===== src/rtl/sgc_pkg.sv =====
// How it works
// - eight-bit word into seven-bit shift register
// - enable high moves register into decode
// - code zero minimum, one step per code
// - codes 72 to 127 saturate at maximum
// - top bit ignored, upper half repeats
// - enable falling edge starts new load
// - msb first, one bit per rising edge
// - latched word held while enable low
// - enable rising edge applies shifted word
// - enable rising edge gates off shifting
// - power-down high selects forward amplifier
// - power-down low selects reverse amplifier
// - power-down falling edge disables output power
// - rising edge captures, falling edge to slave
// - power-down acts independent of serial clock
package sgc_pkg;
  localparam int          CODE_W     = 7;
  localparam logic [6:0]  CODE_MAX   = 7'h47;  // code 71, full gain
  localparam logic [6:0]  CODE_RST   = 7'h00;
  // gain in units of 0.1 mdB; step 0.7526 dB
  localparam int          STEP_UDB   = 7526;   // step in 0.1 mdB
  localparam int          MIN_UDB    = -274300; // -27.43 dB in 0.1 mdB
  localparam logic [1:0]  SYNC_RST   = 2'h0;
  typedef enum logic [1:0] {
    SGC_IDLE  = 2'h0,
    SGC_SHIFT = 2'h1
  } sgc_state_t;
  // saturating, top bit discarded by caller
  function automatic logic [6:0] sgc_decode(input logic [6:0] code);
    sgc_decode = (code > CODE_MAX) ? CODE_MAX : code;
  endfunction : sgc_decode
endpackage : sgc_pkg


===== src/rtl/sgc_port.sv =====
`timescale 1ns/1ns
`default_nettype none
module sgc_port
  import sgc_pkg::*;
(
  input  wire logic       CLK,            // core clock, 25 MHz
  input  wire logic       SRST,           // sync reset, high
  input  wire logic       SCLK,           // serial clock pin
  input  wire logic       SERIAL_GAIN_IN, // serial data pin
  input  wire logic       LOAD_ENABLE_N,  // load enable, low active
  input  wire logic       AMP_SLEEP_N,    // power-down, low active
  output logic [6:0]      GAIN_CODE,      // latched raw code
  output logic [6:0]      GAIN_STEP,      // decoded gain step 0..71
  output logic            FWD_AMP_EN,     // forward amplifier on
  output logic            REV_AMP_EN,     // reverse amplifier on
  output logic            OUT_POWER_EN,   // output power on
  output logic            LOADING         // shift sequence active
);
  ////////////////////////////////////////////////////////////////////////////
  // pin synchronisers
  logic [3:0] pins_s;
  logic       sclk_s;
  logic       sdat_s;
  logic       len_s;
  logic       slp_s;
  sgc_sync #(.W(4)) u_sync (
    .clk  (CLK),
    .srst (SRST),
    .d    ({SCLK, SERIAL_GAIN_IN, LOAD_ENABLE_N, AMP_SLEEP_N}),
    .q    (pins_s)
  );
  assign sclk_s = pins_s[3];
  assign sdat_s = pins_s[2];
  assign len_s  = pins_s[1];
  assign slp_s  = pins_s[0];
  ////////////////////////////////////////////////////////////////////////////
  // edge history, taken from the synchronised copies only
  logic sclk_d;
  logic len_d;
  logic slp_d;
  logic next_sclk_d;
  logic next_len_d;
  logic next_slp_d;
  logic sclk_rise;
  logic sclk_fall;
  logic len_rise;
  logic len_fall;
  logic slp_fall;
  always_comb
  begin
    next_sclk_d = sclk_s;
    next_len_d  = len_s;
    next_slp_d  = slp_s;
    sclk_rise   = sclk_s & ~sclk_d;
    sclk_fall   = ~sclk_s & sclk_d;
    len_rise    = len_s & ~len_d;
    len_fall    = ~len_s & len_d;
    slp_fall    = ~slp_s & slp_d;
  end
  // history resets to the synchroniser's flush level (zero); a high reset
  // here would see a false enable fall and open a phantom load at release
  always_ff @(posedge CLK)
  begin
    if (SRST)
    begin
      sclk_d <= 1'b0;
      len_d  <= 1'b0;
      slp_d  <= 1'b0;
    end
    else
    begin
      sclk_d <= next_sclk_d;
      len_d  <= next_len_d;
      slp_d  <= next_slp_d;
    end
  end
  ////////////////////////////////////////////////////////////////////////////
  // load sequence and master-slave shift register
  sgc_state_t      state;
  sgc_state_t      next_state;
  logic            master;
  logic            next_master;
  logic [6:0]      slave;
  logic [6:0]      next_slave;
  logic [6:0]      code;
  logic [6:0]      next_code;
  always_comb
  begin
    next_state  = state;
    next_master = master;
    next_slave  = slave;
    next_code   = code;
    case (state)
      SGC_IDLE:
      begin
        if (len_fall)
        begin
          next_state = SGC_SHIFT;
        end
      end
      SGC_SHIFT:
      begin
        // a rising edge falling in the same cycle as the enable rise is
        // dropped; the shift clock is gated from that instant on
        if (len_rise)
        begin
          next_state = SGC_IDLE;
          next_code  = slave;
        end
        else
        begin
          if (sclk_rise)
          begin
            next_master = sdat_s;
          end
          if (sclk_fall)
          begin
            // oldest bit falls off the top after seven more shifts
            next_slave = {slave[5:0], master};
          end
        end
      end
      default:
      begin
        next_state = SGC_IDLE;
      end
    endcase
  end
  // code only moves on the enable rise; power-down never touches it
  always_ff @(posedge CLK)
  begin
    if (SRST)
    begin
      state  <= SGC_IDLE;
      master <= 1'b0;
      slave  <= CODE_RST;
      code   <= CODE_RST;
    end
    else
    begin
      state  <= next_state;
      master <= next_master;
      slave  <= next_slave;
      code   <= next_code;
    end
  end
  ////////////////////////////////////////////////////////////////////////////
  // gain decode and amplifier mode outputs
  logic [6:0] next_gain_code;
  logic [6:0] next_gain_step;
  logic       next_fwd;
  logic       next_rev;
  logic       next_pwr;
  logic       next_loading;
  always_comb
  begin
    next_gain_code = code;
    // seven stored bits mean the msb of the word never reaches here
    next_gain_step = sgc_decode(code);
    next_fwd       = slp_s;
    next_rev       = ~slp_s;
    next_pwr       = slp_s & ~slp_fall;
    next_loading   = (next_state == SGC_SHIFT);
  end
  // sleep is sampled by the core clock, not the serial clock; the pin is
  // otherwise independent of link activity at three cycles of latency
  always_ff @(posedge CLK)
  begin
    if (SRST)
    begin
      GAIN_CODE    <= CODE_RST;
      GAIN_STEP    <= CODE_RST;
      FWD_AMP_EN   <= 1'b0;
      REV_AMP_EN   <= 1'b1;
      OUT_POWER_EN <= 1'b0;
      LOADING      <= 1'b0;
    end
    else
    begin
      GAIN_CODE    <= next_gain_code;
      GAIN_STEP    <= next_gain_step;
      FWD_AMP_EN   <= next_fwd;
      REV_AMP_EN   <= next_rev;
      OUT_POWER_EN <= next_pwr;
      LOADING      <= next_loading;
    end
  end
endmodule : sgc_port
`default_nettype wire


===== src/rtl/sgc_sync.sv =====
`timescale 1ns/1ns
`default_nettype none
module sgc_sync
  import sgc_pkg::*;
#(
  parameter int W = 4
)(
  input  wire logic         clk,   // core clock
  input  wire logic         srst,  // sync reset
  input  wire logic [W-1:0] d,     // async pins
  output logic      [W-1:0] q      // synchronised
);
  logic [W-1:0] meta;
  logic [W-1:0] next_meta;
  logic [W-1:0] next_q;
  ////////////////////////////////////////////////////////////////////////////
  // two stages; meta is read only by the second stage
  always_comb
  begin
    next_meta = d;
    next_q    = meta;
  end
  always_ff @(posedge clk)
  begin
    if (srst)
    begin
      meta <= '0;
      q    <= '0;
    end
    else
    begin
      meta <= next_meta;
      q    <= next_q;
    end
  end
endmodule : sgc_sync
`default_nettype wire


===== config.mk =====
export PLATFORM = sky130hd
export DESIGN_NAME = sgc_port
export DESIGN_NICKNAME = d
export VERILOG_FILES = /design/src/rtl/sgc_pkg.sv /design/src/rtl/sgc_port.sv /design/src/rtl/sgc_sync.sv
export SDC_FILE = /design/constraint.sdc
export NUM_CORES = 1
export LEC_CHECK = 0
export BUFFER_PORTS_ARGS = -buffer_cell sky130_fd_sc_hd__buf_2
export CAP_MARGIN = 20
export CORE_MARGIN = 2
export CORE_UTILIZATION = 50
export CTS_BUF_LIST = sky130_fd_sc_hd__clkbuf_2 sky130_fd_sc_hd__clkbuf_4 sky130_fd_sc_hd__clkbuf_8
export DETAILED_ROUTE_END_ITERATION = 12
export PLACE_DENSITY = 0.79
export SETUP_SLACK_MARGIN = 0.1
export SLEW_MARGIN = 30
export SYNTH_ARGS = -nofsm -noshare
export SYNTH_HDL_FRONTEND = slang
export SYNTH_SLANG_ARGS = --single-unit
export TNS_END_PERCENT = 30

===== constraint.sdc =====
create_clock -name CLK -period 3.3 [get_ports CLK]
set_input_delay 0.495 -clock CLK [delete_from_list [all_inputs] [get_ports CLK]]
set_output_delay 0.495 -clock CLK [all_outputs]
set_load 0.05 [all_outputs]

# [Yosys cells after proc, flatten, opt, wreduce, memory -nomap -nowiden]
# Cells that the tools add are included.
[totals] wordCells=40 reg_bits=45 output_inout_bits=18 input_bits=6
[op_classes] n_eq_ne=2 mux=4 n_reduce_logical=5 bitwise_logic=13 n_lt_le_gt_ge=1
[op_table] op="greater-than comparator 7 bit, second input constant" count=1
[op_table] op="two-way mux 7 bit" count=1
[op_table] op="NOT 1 bit" count=7
[op_table] op="bitwise AND 1 bit" count=6
[op_table] op="AND reduction 3 bit" count=2
[op_table] op="== test 2 x 1 -> 1 bit, second input constant" count=2
[op_table] op="two-way mux 2 bit" count=2
[op_table] op="case mux 2 bit (2 select lines)" count=1
[op_table] op="logical NOT 2 bit" count=1
[op_table] op="AND reduction 2 bit" count=1
[op_table] op="OR reduction 2 bit" count=1

# [Longest topological paths before layout]
[depth] word_depth=5 depth_mapped=4 ltp_nobuf=3

# [Hierarchy]
# Synthesis repeated with hierarchy kept, for this count alone.
[unflattened] hier_cells=120 area_unflattened_um2=1435.1
[modules_own_cells] module="sgc_port" n_inst=1 cells_each=104 seq_area_each_um2=740.7 area_each_um2=1224.9
[modules_own_cells] module="sgc_sync" n_inst=1 cells_each=16 seq_area_each_um2=160.2 area_each_um2=210.2

# [Least setup slack after synthesis]
# Ideal clock, no wire load.
[synth_timing] path_kind="input to register" from="in SRST" to="reg GAIN_STEP[3]" path_slack_ps=2107 setup_time_ps=115 arrival_time_ps=1078 path_stages=4 path_buffers=2 required_ps=3185 cell_sequence="buf_2 clkbuf_1 nor2_1 and2_1"
[synth_via] elab_chain_len=1
[synth_lines] item="start: declaration" line="sgc_port.sv:7" rtl="input wire logic SRST,"
[synth_lines] item="OR reduction 2 bit (no line)"
[synth_lines] item="end signal: assignment" line="sgc_port.sv:181" rtl="GAIN_STEP <= next_gain_step;"
[synth_lines] item="end: declaration" line="sgc_port.sv:13" rtl="output logic [6:0] GAIN_STEP,"
# No other way between the ends.
# A chain may end at the register's enable or synchronous reset.

# [Worst setup path after layout]
[layout_timing] from="reg GAIN_CODE[2]" to="out GAIN_CODE[2]"
[layout_lines] item="start: declaration" line="sgc_port.sv:12" rtl="output logic [6:0] GAIN_CODE,"
[layout_lines] item="start signal: assignment" line="sgc_port.sv:180" rtl="GAIN_CODE <= next_gain_code;"
# No word-level cell between the ends.

==> impl.org <==
** Clock tree
- Resized Gates After CTS :: 0
- CTS H-tree lvls :: 2
- Setup bufs post-CTS :: 0
- Clock network latency to the later pin of the worst-skew pair :: between 0.3 and 0.4 ns
- In this run, CTS created clock tree buffers numbering 5.
- Clock tree from TritonCTS :: yes
- Hold_buf cts :: 0
- Post-CTS clock slew at the launch and capture registers of the worst setup and hold paths :: 0.12 ns
- The clock net in this run drives a total of 45 sinks.
- No sink is reached through more buffers than the 2 on the longest clock path.
- Clock root buffer master :: clkbuf_4

** Finish
- Fill cells in the final layout number 231.
- Post-Layout Cell Count :: roughly 180
- Compared with the post-synthesis result, the final layout area differs by 15.1%.
- Layout Nets :: between 150 and 200
- Final core area utilization :: 0.603
- Ant. Diodes :: 0
- Layout Cell Area excl Fill :: roughly 1700 sq um
- Of the cells placed in the final design, the portion with a size suffix greater than 1 is 0.240.

** Logic synthesis
- The share of synthesized area in the top cell type comes to 0.623.
- Primary flip-flop cell chosen by synthesis mapping :: dfxtp_1
- Of the synthesized area, sequential elements account for 0.623.
- In this run the mean area of a mapped cell was around 12 sq um.
- Counting every net in the synthesized netlist gives ~130.
- For this run, the number of Yosys warnings is 0.
- Register bit count reported by yosys :: 45
- The synthesized netlist contains 20 unique library cells.
- Number of flops mapped to enable cells by yosys :: 0
- Instance count of the mapped netlist :: approximately 120
- Most repeated cell in the gate-level netlist after synthesis :: dfxtp_1
- The largest total area in the synthesized netlist belongs to dfxtp_1.
- Fraction of registers with async set/reset :: 0
- Syn Std Cell Area :: 1450 sq um
- By count the netlist is led by 45 x dfxtp_1, 18 x nor2b_1, 15 x mux2i_1.
- Yosys attributes the largest share of cell area to dfxtp_1 62%, mux2i_1 10%, nor2b_1 7.8%.

** Place
- Placed instance area :: around 1600 sq um
- Cell Count Post-Placement :: 169
- Placer Congestion :: around 0.75
- Port buffering added 23 buffers.
- Placed wire-length estimate after detailed placement :: between 1 and 1.5 mm

** Min path
- The worst hold path belongs to the class primary input to flop.

** Worst setup path
- Startpoint type of the worst setup path :: flop
- The critical path goes through buf_2.
- The setup path with the least slack is of type flop to output port.
- Arrival time at the worst endpoint :: around 0.93 ns
- Cell family with the largest share of critical-path delay :: flip-flops
- Counting both buffers and inverters, the worst setup path holds a total of 1.
- The largest single stage delay on the critical path is about 0.33 ns.
- Crit-path max FO :: 1
- The slowest stage of the critical path is the dfxtp_1 cell.
- Setup slack on the worst reg-to-reg path comes out at approximately 1.9 ns.
- Type of destination of the critical path :: output port
- Crit path required time :: around 2.8 ns

** Power and ir drop
- In this run the static leakage power is slightly above 0.0007 uW.
- Maximum VDD drop :: ~490 uV
- Cell area power density :: a little under 600 nW/um^2

** GRT
- Number of antenna violations at the first check in global routing :: 0
- Total global-route track usage :: 0.135
- Largest net degree at the start of global routing :: 39
- Vias in the first global route :: ~810
- The first global-routing pass estimated between 3 and 4 mm of wire.
- Gr ovfl total :: 0

** Route
- Count of routing violations after the opening detailed-route iteration :: 14
- The detailed router placed 836 vias in this run.
- DRC viols :: 0
- The final layout contains routed wiring with a total length of roughly 1.9 mm.
- Once detail routing completed, the nets flagged for antenna violations numbered 0.
- Vias per Instance :: approximately 4.7
- Wirelength per Cell :: roughly 11 um
- Detailed-router iteration count before antenna repair :: 4

** STA
- For the final database, setup skew stands at roughly 0.0086 ns.
- The number of hold violations in the final report was 0.
- Min Clock Period, post-route :: about 1.4 ns
- For the pin with the worst max-slew slack, the measured transition is about 0.60 ns.
- Summed over all failing endpoints, the final setup total negative slack is 0 ns.
- Maximum clock frequency :: between 700 and 800 MHz
- Final setup fails :: 0
- Final-layout worst hold slack :: 0.348 ns
- The count of pins over their slew limit came to 0.
- Setup repair after global routing left no endpoint under its margin.
- Final worst-path cycle share :: 0.431
- Headroom to the max-slew limit came out at 0.598.

** Die
- Die boundary height :: between 50 and 60 um
- Die outline area :: about 3300 sq um
- For this configuration, the core starts out at a cell density of 0.524.
- Rows :: 19
- In this run the count of I/O pins placed on the die edge is 24.
- Floorplan Core Area :: 2760 sq um
- The floorplan step set the die width to 57.8 um.

** Job
- Number of violations of the max-capacitance limit :: 0

** Status
- The run finished with clean final reports.
path summary, 6_finish.rpt:
path	depth (start not counted)	startpoint	to
worst max register to register	3	state[1]	slave[4]
worst min register to register	1	u_sync.q[0]	REV_AMP_EN
worst max-delay path	1	GAIN_CODE[2]	GAIN_CODE[2]
worst min-delay path	2	SERIAL_GAIN_IN	u_sync.meta[2]
where the power goes:
part,leakage [uW],internal [uW],total [uW],switching (uW)
combinational,0.000284,9.58,22.9,13.3
clock,0.0000552,235,399,165
sequential,0.000365,550,553,3.18
per-layer routing:
metal,share of wire,up-vias,track usage
met4,0.014,0,0.0698
met1,0.45,373,0.139
met2,0.46,24,0.224
li1,-,435,-
met3,0.074,4,0.0670
met5,0,-,0
sequential cells by signal (all words and copies together) (netlist names):
| register | flops |
|---|---|
| FWD_AMP_EN | 1 |
| GAIN_CODE | 7 |
| GAIN_STEP | 7 |
| LOADING | 1 |
| OUT_POWER_EN | 1 |
| REV_AMP_EN | 1 |
| code | 7 |
| len_d | 1 |
| master | 1 |
| sclk_d | 1 |
| slave | 7 |
| state | 2 |
| u_sync.meta | 4 |
| u_sync.q | 4 |
worst register-to-register path, stage by stage (launching register included):
cell	delay [ns]
dfxtp_1	0.35
nand2b_4	0.16
nor4b_4	0.57
mux2i_1	0.25
final cells by class:
cell class | count | area [sq um] | share of cell area
timing repair buffer | 23 | 115 | 0.0692
tap | 31 | 38.8 | 0.0233
clock inverter | 3 | 65.1 | 0.0391
clock buffer | 5 | 37.5 | 0.0226
sequential | 45 | 901 | 0.542
inverter | 2 | 7.51 | 0.00451
multi-input combinational | 68 | 498 | 0.299
kinds of logic after synthesis:
logic type / share of synthesized area
muxes: 0.104
buffers and inverters: 0.0320
AOI/OAI and AO/OA: 0.0208
DFF: 0.623
other: 0.00259
and+or+nand+nor: 0.217
placed cells by master, fill, tap and decap left out, drive strengths merged, types with 2 or more instances in the layout:
cell type / n
inv: 2
nor4b: 2
clkbuf: 5
nor2b: 19
a211oi: 2
and2: 3
nand2b: 14
mux2i: 15
bufinv: 2
nor2: 8
dfxtp: 45
buf: 23
metrics by stage:
stage / power (uW) / setup WS [ns]
floorplan: 583 / 2.11
global placement: 588 / 1.89
detailed placement: 589 / 1.82
CTS: 983 / 1.86
global route: 1010 / 1.78
finish: 975 / 1.88
Note: power is estimated with default switching activity, not from simulation.
